**src/hw/asr_map.svh**
```systemverilog
// timing figures and widths for the host-side static memory controller
// assumes a 25 MHz system clock and the 3-V operating timing
`ifndef ASR_MAP_SVH
`define ASR_MAP_SVH
`define ASR_CLK_PERIOD_NS      40
`define ASR_ADDR_W             13
`define ASR_DATA_W             8
// fast grade figures in ns
`define ASR_READ_CYCLE_FAST_NS 200
`define ASR_WRITE_PULSE_FAST_NS 140
`define ASR_SEL_WRITE_FAST_NS  150
`define ASR_DEV_RELEASE_FAST_NS 60
// slow grade figures in ns
`define ASR_READ_CYCLE_SLOW_NS 500
`define ASR_WRITE_PULSE_SLOW_NS 200
`define ASR_SEL_WRITE_SLOW_NS  250
`define ASR_DEV_RELEASE_SLOW_NS 120
// least times round up, at least one cycle
`define ASR_CYC_UP(ns)         ((((ns) + `ASR_CLK_PERIOD_NS - 1) / `ASR_CLK_PERIOD_NS) < 1 ? 1 : \
                               (((ns) + `ASR_CLK_PERIOD_NS - 1) / `ASR_CLK_PERIOD_NS))
`endif

```
**src/hw/asr_pkg.sv**
```systemverilog
// types for the host-side static memory controller
// assumes asr_map.svh for figures
`include "asr_map.svh"
package asr_pkg;
    typedef struct packed {
        logic                      write;
        logic [`ASR_ADDR_W-1:0]    addr;
        logic [`ASR_DATA_W-1:0]    wdata;
    } asr_req_s;
    typedef struct packed {
        logic                      sel_low_n;
        logic                      sel_high;
        logic                      gate_n;
        logic                      wstrobe_n;
    } asr_ctl_s;
    typedef enum logic [2:0] {
        ASR_IDLE, ASR_READ, ASR_WSETUP, ASR_WPULSE, ASR_RETAIN, ASR_WAKE
    } asr_state_e;
endpackage : asr_pkg

```
**src/hw/asr_ctrl.sv**
```systemverilog
// host controller driving an asynchronous 8-bit static memory
// assumes one 25 MHz clock; data_in comes from the pins and is synchronised
`include "asr_map.svh"
// Summary of operation
// - write strobe stays high through every read cycle
// - read cycle lasts at least the grade's read cycle time before data taken
// - write pulse lasts at least 140/200 ns with selects held asserted
// - chip stays selected during a write at least 150/250 ns
// - address may change right after a write ends
// - controller never drives data while the memory may drive it
// - output gate held steady high through every write cycle
// - chip deselected once the synchronised supply_ok is low and any read or write under way has ended
// - chip stays deselected one read cycle after supply returns
module asr_ctrl #(
    parameter bit SLOW_GRADE = 1'b0
) (
    input  wire logic                   clk,
    input  wire logic                   nrst,
    input  wire asr_pkg::asr_req_s      req,
    input  wire logic                   req_valid,
    output logic                        req_ready,
    output logic [`ASR_DATA_W-1:0]      rdata,
    output logic                        rdata_valid,
    input  wire logic                   retain_req,
    input  wire logic                   supply_ok,
    output logic                        retaining,
    output logic [`ASR_ADDR_W-1:0]      addr_lines,
    output asr_pkg::asr_ctl_s           ctl,
    output logic [`ASR_DATA_W-1:0]      data_out,
    output logic                        data_oe,
    input  wire logic [`ASR_DATA_W-1:0] data_in
);
    import asr_pkg::*;

    localparam int RD_CYC  = SLOW_GRADE ? `ASR_CYC_UP(`ASR_READ_CYCLE_SLOW_NS) : `ASR_CYC_UP(`ASR_READ_CYCLE_FAST_NS);
    localparam int WP_CYC  = SLOW_GRADE ? `ASR_CYC_UP(`ASR_WRITE_PULSE_SLOW_NS)
                                        : `ASR_CYC_UP(`ASR_WRITE_PULSE_FAST_NS);
    localparam int SW_CYC  = SLOW_GRADE ? `ASR_CYC_UP(`ASR_SEL_WRITE_SLOW_NS) : `ASR_CYC_UP(`ASR_SEL_WRITE_FAST_NS);
    localparam int REL_CYC = SLOW_GRADE ? `ASR_CYC_UP(`ASR_DEV_RELEASE_SLOW_NS)
                                        : `ASR_CYC_UP(`ASR_DEV_RELEASE_FAST_NS);
    // the write pulse must cover both the strobe and select minimums
    localparam int PULSE_CYC = (WP_CYC > SW_CYC) ? WP_CYC : SW_CYC;
    // the sync path costs two cycles; data is sampled on the last read cycle
    localparam int CNT_W = 5;

    // refuse grades whose counts overflow the cycle counter
    if (RD_CYC < 3 || RD_CYC + 1 >= (1 << CNT_W) || PULSE_CYC >= (1 << CNT_W)) begin : g_bad_timing
        $error("asr_ctrl: timing counts out of range");
    end

    asr_state_e                 state_ff, nxt_state;
    logic [CNT_W-1:0]           cnt_ff, nxt_cnt;
    logic [`ASR_DATA_W-1:0]     din_meta_ff, din_sync_ff;
    logic [1:0]                 sup_ff;
    logic [1:0]                 ret_ff;
    logic                       rdone;

    // pin inputs pass two flip-flops
    always_ff @(posedge clk or negedge nrst) begin
        if (!nrst) begin
            din_meta_ff <= '0;
            din_sync_ff <= '0;
            sup_ff      <= 2'h0;
            ret_ff      <= 2'h0;
        end else begin
            din_meta_ff <= data_in;
            din_sync_ff <= din_meta_ff;
            sup_ff      <= {sup_ff[0], supply_ok};
            ret_ff      <= {ret_ff[0], retain_req};
        end
    end

    wire sup_good  = sup_ff[1];
    wire want_rest = ret_ff[1];
    wire cnt_done  = (cnt_ff == '0);
    wire take_req  = (state_ff == ASR_IDLE) && req_valid && !want_rest && sup_good;
    assign rdone   = (state_ff == ASR_READ) && cnt_done;

    // sequencing of read, write, retention entry and exit
    always_comb begin
        nxt_state = state_ff;
        nxt_cnt   = cnt_done ? cnt_ff : cnt_ff - 5'h01;
        case (state_ff)
            ASR_IDLE: begin
                if (want_rest || !sup_good) begin
                    nxt_state = ASR_RETAIN;
                end else if (take_req && req.write) begin
                    nxt_state = ASR_WSETUP;
                    nxt_cnt   = CNT_W'(REL_CYC - 1);
                end else if (take_req) begin
                    nxt_state = ASR_READ;
                    nxt_cnt   = CNT_W'(RD_CYC + 1);
                end
            end
            ASR_READ: if (cnt_done) nxt_state = ASR_IDLE;
            ASR_WSETUP: if (cnt_done) begin
                nxt_state = ASR_WPULSE;
                nxt_cnt   = CNT_W'(PULSE_CYC - 1);
            end
            ASR_WPULSE: if (cnt_done) nxt_state = ASR_IDLE;
            ASR_RETAIN: if (!want_rest && sup_good) begin
                nxt_state = ASR_WAKE;
                nxt_cnt   = CNT_W'(RD_CYC - 1);
            end
            ASR_WAKE: if (!sup_good) nxt_state = ASR_RETAIN;
                else if (cnt_done) nxt_state = ASR_IDLE;
            default: nxt_state = ASR_IDLE;
        endcase
    end

    // pin levels decoded from the next state so the pins come from flip-flops
    wire n_sel   = (nxt_state == ASR_READ) || (nxt_state == ASR_WSETUP) || (nxt_state == ASR_WPULSE);
    wire n_wr    = (nxt_state == ASR_WPULSE);
    wire n_oe    = (nxt_state == ASR_WPULSE);    // drive only under the strobe
    wire n_gate  = (nxt_state == ASR_READ);

    always_ff @(posedge clk or negedge nrst) begin
        if (!nrst) begin
            state_ff <= ASR_IDLE;
            cnt_ff   <= '0;
        end else begin
            state_ff <= nxt_state;
            cnt_ff   <= nxt_cnt;
        end
    end

    // control pins, address and write data
    always_ff @(posedge clk or negedge nrst) begin
        if (!nrst) begin
            ctl        <= '{sel_low_n: 1'b1, sel_high: 1'b0, gate_n: 1'b1, wstrobe_n: 1'b1};
            addr_lines <= '0;
            data_out   <= '0;
            data_oe    <= 1'b0;
        end else begin
            ctl.sel_low_n <= !n_sel;
            ctl.sel_high  <= n_sel;
            ctl.gate_n    <= !n_gate;
            ctl.wstrobe_n <= !n_wr;
            data_oe       <= n_oe;
            if (take_req) begin
                addr_lines <= req.addr;
                data_out   <= req.wdata;
            end
        end
    end

    // host side handshake and read data
    always_ff @(posedge clk or negedge nrst) begin
        if (!nrst) begin
            req_ready   <= 1'b0;
            rdata       <= '0;
            rdata_valid <= 1'b0;
            retaining   <= 1'b0;
        end else begin
            req_ready   <= (nxt_state == ASR_IDLE) && !want_rest && sup_good && !take_req;
            rdata_valid <= rdone;
            if (rdone) rdata <= din_sync_ff;
            retaining   <= (nxt_state == ASR_RETAIN);
        end
    end

    // counts how long the strobe has been low, for the pulse check
    logic [CNT_W-1:0] wp_len_ff;
    always_ff @(posedge clk or negedge nrst) begin
        if (!nrst) wp_len_ff <= '0;
        else if (ctl.wstrobe_n) wp_len_ff <= '0;
        else if (wp_len_ff != '1) wp_len_ff <= wp_len_ff + 5'h01;
    end

    // write strobe never falls while the gate is open for a read
    a_strobe_read_high: assert property (@(posedge clk) disable iff (!nrst)
        !ctl.gate_n |-> ctl.wstrobe_n) else $error("strobe low in read");

    // strobe low time covers the pulse and select minimums
    a_pulse_len_min: assert property (@(posedge clk) disable iff (!nrst)
        $rose(ctl.wstrobe_n) |-> wp_len_ff >= CNT_W'(PULSE_CYC)) else $error("write pulse short");

    // both selects stay asserted under the strobe
    a_sel_during_wr: assert property (@(posedge clk) disable iff (!nrst)
        !ctl.wstrobe_n |-> !ctl.sel_low_n && ctl.sel_high) else $error("deselect in write");

    // data pins driven only with the output gate shut
    a_no_contention: assert property (@(posedge clk) disable iff (!nrst)
        data_oe |-> ctl.gate_n) else $error("drive while gate low");

    // no drive for two cycles after a read, the fast grade release time
    a_oe_after_read: assert property (@(posedge clk) disable iff (!nrst)
        $rose(ctl.gate_n) |-> !data_oe [*2]) else $error("drive too soon after read");

    // gate held high and still while the strobe is low
    a_gate_steady_wr: assert property (@(posedge clk) disable iff (!nrst)
        !ctl.wstrobe_n |-> ctl.gate_n && $stable(ctl.gate_n)) else $error("gate moved in write");

    // low-active select inactive in retention
    a_retain_desel: assert property (@(posedge clk) disable iff (!nrst)
        retaining |-> ctl.sel_low_n) else $error("selected in retention");

    // high-active select inactive in retention
    a_retain_sel_high: assert property (@(posedge clk) disable iff (!nrst)
        retaining |-> !ctl.sel_high) else $error("high select active in retention");

    // at least one fast read cycle of deselect after waking
    a_wake_hold: assert property (@(posedge clk) disable iff (!nrst)
        $fell(retaining) |-> ctl.sel_low_n [*5]) else $error("selected early after wake");

    // address steady while selected
    a_addr_stable: assert property (@(posedge clk) disable iff (!nrst)
        (!ctl.sel_low_n && !$past(ctl.sel_low_n)) |-> $stable(addr_lines)) else $error("addr moved");

    // gate open for at least a fast read cycle
    a_read_len: assert property (@(posedge clk) disable iff (!nrst)
        $fell(ctl.gate_n) |-> !ctl.gate_n [*5]) else $error("read too short");

    // read byte taken only after the gate has been open five cycles
    a_read_data_late: assert property (@(posedge clk) disable iff (!nrst)
        rdata_valid |-> $past(ctl.gate_n, 5) == 1'b0) else $error("read data taken early");
endmodule : asr_ctrl

```
**config.mk**
```make
export PLATFORM = sky130hd
export DESIGN_NAME = asr_ctrl
export DESIGN_NICKNAME = d
export VERILOG_FILES = /design/src/hw/asr_pkg.sv /design/src/hw/asr_ctrl.sv
export VERILOG_INCLUDE_DIRS = /design/src /design/src/hw
export SDC_FILE = /design/constraint.sdc
export NUM_CORES = 1
export LEC_CHECK = 0
export ABC_AREA = 0
export ABC_CLOCK_PERIOD_IN_PS = 2300
export BUFFER_PORTS_ARGS = -buffer_cell sky130_fd_sc_hd__buf_2
export CAP_MARGIN = 20
export CORE_MARGIN = 5
export CORE_UTILIZATION = 35
export DETAILED_ROUTE_END_ITERATION = 8
export SYNTH_ARGS = -nofsm -noshare
export SYNTH_HDL_FRONTEND = slang
export SYNTH_SLANG_ARGS = --single-unit
```
**constraint.sdc**
```tcl
create_clock -name clk -period 2.3 [get_ports clk]
set_input_delay 0.115 -clock clk [delete_from_list [all_inputs] [get_ports clk]]
set_output_delay 0.115 -clock clk [all_outputs]
set_load 0.02 [all_outputs]
```
Word-level counts from Yosys, hierarchy flattened
Index checks and enable logic that the tools add are counted.

operators by class
  reduce and logical (&&, ||, !) cells = 22
  equal/unequal tests = 9
  multiplexer cells = 15
  $add $sub $neg = 1

operators by type and width
  cell                                                                count
  5-bit 2-to-1 mux                                                    6
  3-bit 2-to-1 mux                                                    7
  3-bit case mux with 5 select lines                                  1
  5-bit case mux with 3 select lines                                  1
  3-bit by 2-bit == test with 1-bit output, second input constant     4
  3-bit == test, second input constant                                3
  1-bit logical AND                                                   9
  3-bit by 1-bit == test with 1-bit output, second input constant     2
  1-bit logical NOT                                                   6
  3-bit logical NOT                                                   2
  5-bit logical NOT                                                   1
  5-bit by 1-bit subtractor with 5-bit output, second input constant  1
  1-bit logical OR                                                    3
  2-bit OR reduction                                                  1

storage, ports and cells
  flip-flop bits (word level) = 65

Longest topological paths before layout
Gate-level depths: netlist (run 1).

  depth after elaboration = 12
  depth in mapped cells = 7

Least setup slack after synthesis (run 1)
Ideal clock, no wire load.

  kind = flip-flop to flip-flop
  start = register cnt_ff[0]
  end = register cnt_ff[0]
  arrival time = 1.598 ns
  buffers on the path = 0
  setup slack = 0.572 ns
  setup time = 0.130 ns
  data required time = 2.170 ns
  stages on the path, launching flop included = 8
  period minus slack after synthesis = 1.728 ns
  cell sequence = dfrtp_1 inv_1 ha_1 nor4b_4 inv_2 ha_1 a32oi_1 o21ai_0

on the way
  longest elaborated chain between the ends = 6
  elaborated cells on any way between the ends = 9
  those cells by class = 1 x add/sub; 7 x mux; 1 x reduce/logical

ends and longest elaborated chain
  element                                                                           RTL line                        RTL
  from (decl)                                                                       asr_ctrl.sv:52                  logic [CNT_W-1:0] cnt_ff, nxt_cnt;
  from (signal assigned)                                                            asr_ctrl.sv:123                 cnt_ff <= nxt_cnt;
  5-bit by 1-bit subtractor with 5-bit output or 5-bit logical NOT (tied branches)  asr_ctrl.sv:82, asr_ctrl.sv:75
  5-bit 2-to-1 mux                                                                  asr_ctrl.sv:82                  nxt_cnt = cnt_done ? cnt_ff : cnt_ff - 5'h01;
  5-bit 2-to-1 mux                                                                  asr_ctrl.sv:90                  end else if (take_req) begin
  5-bit 2-to-1 mux                                                                  asr_ctrl.sv:87                  end else if (take_req && req.write) begin
  5-bit 2-to-1 mux                                                                  asr_ctrl.sv:85                  if (want_rest || !sup_good) begin
  5-bit case mux with 3 select lines (*)                                            asr_ctrl.sv:83                  case (state_ff)
  net nxt_cnt[0]                                                                    asr_ctrl.sv:52

Mark *: on every way through the listed nets, which the timed path passes. The rest lies on a longest branch.
A chain may end at the register's enable or synchronous reset.

Worst setup path in the final report (run 1)
Same ends and word-level chain as after synthesis.

==> results of run 1 <==
## cell usage after synthesis, drive strengths merged
master,count,share of area [%]
a32oi,1,0.37
a21oi,4,0.84
buf,3,1.4
and2,1,0.26
o31ai,1,0.31
o211a,1,0.42
o21a,1,0.31
mux2,29,14
ha,2,1.0
xor2,1,0.37
xnor2,1,0.37
o31a,1,0.37
nand4b,1,0.37
a311o,1,0.42
nor2,4,0.63
or3b,1,0.37
dfrtp,62,65
nor4bb,1,0.68
a32o,2,0.89
and3,3,0.79
nand3b,2,0.63
nand3,4,1.0
nor2b,2,0.52
inv,8,1.3
nor4b,2,2.0
dfstp,3,3.3
a31o,1,0.37
nand2,4,0.73
o21ai,3,0.63
nor3,2,0.42
nand2b,1,0.26
## timing repair
item / 4_1_cts / 5_1_grt
gates resized for setup: 0 / 0
endpoints found under the hold margin: 39 / 0
hold buffers: 24 / 0
## cell families (layout without fill, tap and decap cells)
logic type,count (synthesis),in the layout,share of synthesized area [%]
flops,65,65,68.3
mux,29,29,13.7
simple gates,28,28,8.70
compound gates,16,16,4.92
buf+inv,11,122,2.67
fa+ha+maj,2,2,1.05
xor+xnor,2,2,0.734
## per-stage QoR
| step | hold slack [ps] | util [%] |
|---|---|---|
| after CTS | 0.340 | 48.7 |
| after detailed placement | 108 | 42.3 |
| after global placement | 108 | 42.3 |
| after floorplan | -181 | - |
| final | 25.8 | 48.7 |
| after global routing | 10.5 | 48.7 |
## critical path: cells and delay by family (launching register included)
family | cells | cell delay [ps]
flip-flops | 1 | 400
adder cells (fa/ha/maj) | 2 | 500
AND/OR/NAND/NOR | 1 | 390
buffers and inverters | 2 | 220
AO/OA/AOI/OAI | 2 | 250
## sequential cells by signal, summed over array words and instances, names as in the netlist, 3 cells and up
register / count
din_sync_ff: 8
cnt_ff: 5
din_meta_ff: 8
ctl: 4
data_out: 8
rdata: 8
addr_lines: 13
state_ff: 3
## power by group through the flow
stage,Combinational [mW],Sequential [mW],Clock [mW]
finish,0.875,1.49,0.920
floorplan,0.380,1.69,0
global placement,0.843,1.50,0
CTS,0.886,1.49,0.966
global route,0.962,1.52,1.02
detailed placement,0.855,1.51,0
## area by class of cell
class,count,area [um2]
flip-flops and latches,65,1630
multi-input cells,77,694
clock inverters,3,40.0
well taps,80,100
clock buffers,13,149
inverters,8,30.0
fillers,559,3440
repair buffers,98,631
## routing by layer
layer  vias up  global-route usage (%)  share of wire (%)
met3         6                    4.71                5.3
met2        37                    18.5                 50
met1       759                    15.8                 44
li1        749                       -                  -
met4         0                    4.40                1.2
met5         -                       0                  0
## worst paths after layout
check,endpoint,start,slack [ps]
setup / recovery,cnt_ff[0]$_DFF_PN0_,cnt_ff[0]$_DFF_PN0_,430
hold / removal,addr_lines[3]$_DFFE_PN0P_,req[11],30
setup reg to reg,cnt_ff[0]$_DFF_PN0_,cnt_ff[0]$_DFF_PN0_,430
hold reg to reg,din_sync_ff[2]$_DFF_PN0_,din_meta_ff[2]$_DFF_PN0_,350
max in group asynchronous,din_sync_ff[3]$_DFF_PN0_,nrst,1300
min in group asynchronous,addr_lines[11]$_DFFE_PN0P_,nrst,280
==> results by group, run 1 <==
Yosys
  – Syn Inst Count: approximately 150
  – FF+latch count, synth: 65
  – Mapped Area: between 0.002 and 0.0025 mm2
  – Synth warn: 0
  – Synthesized area per cell: about 16 um2
  – Synth unique cells: 35
  – Register area share after synthesis: 68.3%
  – Net Count, Synth: 190

Power and ir drop
  – Comb pwr share: between 20% and 30%
  – Psw: ~1 mW
  – Pwr per Cell Area: about 1000 mW/mm2
  – Clk network pwr share: between 20% and 30%
  – Design Power: roughly 3.3 mW
  – Seq pwr share: between 40% and 50%
  – Internal Pwr Total: around 2.3 mW
  – Leak Pwr: 1.65 nW
  – Maximum vdd ir drop: roughly 470 uV
  – Sw Ratio: a little under a third

Placement
  – Dpl hpwl: between 3000 and 4000 um
  – GPL Wtd Cong: 0.846
  – Port bufs: ~70
  – Dpl cell area: 0.00285 mm2
  – Post-placement setup slack: 388 ps
  – Placed Cells: ~300

Route
  – Vias post-DR: 1551
  – Final wirelength: between 4000 and 5000 um
  – DRC viols: 0
  – Drt pass-1 iters: 4
  – Post-DR vias/cell: approximately 4.5
  – Iteration-0 DRC Markers: a little under 70
  – DRT antenna net count: 0
  – DR WL/cell: around 14 um

Floorplanning
  – Die ar.: ~0.0086 mm2
  – Io pins: 72
  – # rows: 30
  – Core Footprint: around 0.0067 mm2
  – Die outline height: between 90 and 100 um
  – Initial core utilization: a little over a third
  – DIE WIDTH: slightly above 90 um

Cells and area
  – Diodes inserted: 0
  – Commonest non-fill, non-tap cell in the layout: buf_2
  – Finished Cell Area: approximately 0.0033 mm2
  – Layout cells sized above 1: roughly half
  – Synth-to-layout area growth: 37.1%
  – Final #Nets: approximately 300
  – Leading cell types in the layout, fill and taps excluded: buf_2 (71), dfrtp_1 (62), mux2_2 (29)
  – Final non-filler cell total: 344

Critical path
  – Most used cell, CP: ha_1
  – Startpoint types: flip-flop
  – Crit Path Class: reg -> reg
  – CP Data Arrival Time: just over 2000 ps
  – Crit. End Element: flip-flop
  – WP data required: 2500 ps
  – Slowest CP cell: dfrtp_1
  – Crit path max fanout: 8
  – Slowest stage delay, CP: 400 ps
  – Worst path cell trace: inv_1 > ha_1 > nor4b_4 > inv_2 > ha_1 > a32oi_1 > o21ai_0
  – R2R cell count: 7

Worst hold path
  – Hold depth: 2
  – Worst Hold Class: in -> reg

STA
  – Worst Max-Slew Pin Slew: 477 ps
  – Clock skew: between 4 and 5 ps
  – Final count of negative-setup-slack endpoints: 0
  – Fin. max-slew vios: 0
  – Final period utilization: 81.4%
  – Min Tclk post-route: about 1900 ps
  – Final WS setup: around 430 ps
  – RSZ-0062 raised after global routing: false
  – Fin Setup TNS: 0 ps
  – Fmax: ~530 MHz
  – Final hold vios: 0
  – Worst slew margin: between 60 and 70%

Status
  – Status: finished clean

GRT
  – Total grt overflow: 0
  – Initial antenna violation count: 0
  – Largest net degree at the start of global routing: 29
  – First-pass GRT wire length: between 7000 and 8000 um
  – Tot GR Track Use: around an eighth
  – Vias in the first global route: about 1600

Clock tree
  – Num CTS Buffers: 9
  – Post-CTS Setup Repair Bufs: 0
  – Clk sink count: 65
  – CTS tree: built
  – H-tree depth: 3
  – Clock-pin slew on the worst setup and hold paths: 70 ps
  – CTS Root Cell: clkbuf_8
  – Clk buf depth: 2
  – Clock Latency Late Sink: 320 ps

Flow run
  – Max-capacitance violation count: 0
No activity file was read; power rests on OpenSTA's default activity.
==> run 2, diff against run 1 <==
--- a/config.mk
+++ b/config.mk
@@ -7,7 +7,7 @@
 export NUM_CORES = 1
 export LEC_CHECK = 0
 export ABC_AREA = 0
-export ABC_CLOCK_PERIOD_IN_PS = 2300
+export ABC_CLOCK_PERIOD_IN_PS = 1740
 export BUFFER_PORTS_ARGS = -buffer_cell sky130_fd_sc_hd__buf_2
 export CAP_MARGIN = 20
 export CORE_MARGIN = 5
==> constraint.sdc (replaced) <==
create_clock -name clk -period 1.74 [get_ports clk]
set_input_delay 0.087 -clock clk [delete_from_list [all_inputs] [get_ports clk]]
set_output_delay 0.087 -clock clk [all_outputs]
set_load 0.02 [all_outputs]
==> results by group, run 2 (same netlist as run 1, synthesis figures left out) <==
Status
  – Status: finished clean

Route
  – Final wirelength: 4870 um (+3.8%)
  – DRT antenna net count: 0 (unchanged)
  – Drt pass-1 iters: 2 (-2)
  – Post-DR vias/cell: 4.56 (+1.1%)
  – DRC viols: 0 (unchanged)
  – Vias post-DR: 1632 (+5.2%)
  – Iteration-0 DRC Markers: 33 (-52%)
  – DR WL/cell: 13.6 um (-0.29%)

STA
  – Final hold vios: 0 (unchanged)
  – Min Tclk post-route: 1650 ps (-221 ps)
  – Worst Max-Slew Pin Slew: 345 ps (-133 ps)
  – Fin Setup TNS: 0 ps (unchanged)
  – Fin. max-slew vios: 0 (unchanged)
  – Final period utilization: 94.9% (+14 points)
  – Worst slew margin: 76.8% (+8.6 points)
  – Final count of negative-setup-slack endpoints: 0 (unchanged)
  – Clock skew: 8.66 ps (+4.62 ps)
  – Final WS setup: 88.0 ps (-339 ps)
  – Fmax: 605 MHz (+13%)
  – RSZ-0062 raised after global routing: false

Cells and area
  – Largest register FFs: 13 (unchanged)
  – Final #Nets: 310 (+4.7%)
  – Largest Register: addr_lines
  – Layout cells sized above 1: 50.4% (+1.9 points)
  – Commonest non-fill, non-tap cell in the layout: buf_2
  – Leading cell types in the layout, fill and taps excluded: buf_2 (71), dfrtp_1 (61), dlygate4sd3_1 (32)
  – Synth-to-layout area growth: 43.3%
  – Diodes inserted: 0 (unchanged)

Critical path
  – Slowest CP cell: dfrtp_1
  – Crit. End Element: flip-flop
  – Worst path cell trace: inv_2 > ha_4 > nor4b_4 > buf_6 > nand2_2 > a32o_2 > nor4bb_2
  – Slowest stage delay, CP: 410 ps (about the same)
  – CP Data Arrival Time: 1890 ps (-180 ps)
  – Crit path max fanout: 6 (-2)
  – Startpoint types: flip-flop
  – WP data required: 1980 ps (-520 ps)
  – Reg2Reg Setup Slack: 90 ps (-340 ps)
  – Crit Path Class: reg -> reg

Placement
  – Port bufs: 71 (unchanged)
  – Post-placement setup slack: 30.9 ps (-357 ps)
  – GPL Wtd Cong: 0.811 (-4.1%)
  – Dpl hpwl: 3240 um (about the same)

GRT
  – Met3 GRT Util: 5.04% (+0.32 points)
  – Initial antenna violation count: 0 (unchanged)
  – Total grt overflow: 0 (unchanged)
  – Tot GR Track Use: 12.3% (+0.13 points)
  – Largest net degree at the start of global routing: 66 (+130%)
  – Most Crowded Layer GR: met2
  – First-pass GRT wire length: 8270 um (+3.7%)
  – Vias in the first global route: 1784 (+11%)
  – M2 GR Usage: 20.7% (+2.2 points)
  – GRT met1 Usage: 14.4% (-1.4 points)

Clock tree
  – H-tree depth: 3 (unchanged)
  – Clk buf depth: 2 (unchanged)
  – Clk sink count: 65 (unchanged)
  – CTS Root Cell: clkbuf_8
  – CTS tree: built
  – Clock Latency Late Sink: 330 ps (about the same)
  – Clock-pin slew on the worst setup and hold paths: 70 ps (about the same)
  – Num CTS Buffers: 9 (unchanged)

Power and ir drop
  – Maximum vdd ir drop: 631 uV (+33%)
  – Leak Pwr: 1.70 nW (+2.7%)
  – Pwr per Cell Area: 1260 mW/mm2 (+26%)

Floorplanning
  – # rows: 30 (unchanged)
  – DIE WIDTH: 92.6 um (unchanged)
  – Io pins: 72 (unchanged)
  – Initial core utilization: 35.5% (unchanged)
  – Die ar.: 0.00858 mm2 (unchanged)
  – Core Footprint: 0.00672 mm2 (unchanged)
  – Die outline height: 92.6 um (unchanged)

Flow run
  – Max-capacitance violation count: 0 (unchanged)

Worst hold path
  – Worst Hold Class: in -> reg
run 2: timing repair:
item	4_1_cts	5_1_grt
endpoints found under the hold margin	93	0
setup endpoints to repair	0	32
buffers inserted	0	1
hold buffers	32	0
gates resized for setup	0	12
run 2: stage by stage:
stage               hold WS [ps]  power [mW]  std cells  cell area (um2)  util (%)
detailed placement           128        3.19        309             2900      43.1
global route                77.1        4.61        358             3420      50.9
CTS                         49.1        4.33        357             3380      50.3
global placement             128        3.16        309             2900      43.1
floorplan                   -209        2.73        153             2390         -
finish                      79.7        4.32        358             3420      50.9
run 2: area by class of cell:
class | count | area, um2
Clock buffer | 11 | 131
Clock inverter | 5 | 32.5
Fill cell | 575 | 3300
Inverter | 8 | 32.5
Multi-Input combinational cell | 77 | 719
Sequential cell | 65 | 1630
Tap cell | 80 | 100
Timing Repair Buffer | 112 | 776
run 2: path summary, 6_finish.rpt:
| kind | start | end | cells past startpoint |
|---|---|---|---|
| min in group asynchronous | nrst | addr_lines[5]$_DFFE_PN0P_ | 3 |
| hold reg to reg | din_meta_ff[2]$_DFF_PN0_ | din_sync_ff[2]$_DFF_PN0_ | 0 |
| setup / recovery | cnt_ff[0]$_DFF_PN0_ | req_ready$_DFF_PN0_ | 7 |
| hold / removal | req[21] | cnt_ff[0]$_DFF_PN0_ | 3 |
| setup reg to reg | cnt_ff[0]$_DFF_PN0_ | req_ready$_DFF_PN0_ | 7 |
| max in group asynchronous | nrst | ctl[3]$_DFF_PN1_ | 3 |
run 2: power by group:
part	total [mW]	switching (mW)	internal [mW]
Sequential	1.97	0.172	1.80
Combinational	1.31	0.692	0.613
Clock	1.05	0.538	0.512
Total	4.32	1.40	2.92
run 2: per-layer routing:
layer / up-vias / share of wire [%]
li1: 775 / -
met1: 810 / 43
met2: 40 / 50
met3: 7 / 5.0
met4: 0 / 1.7
met5: - / 0
run 2: worst max-delay path: cells and delay by family, from the launching register on:
kind / cells / cell delay (ps)
compound gates: 1 / 270
fa+ha+maj: 1 / 130
buf+inv: 2 / 250
flops: 1 / 410
simple gates: 3 / 500
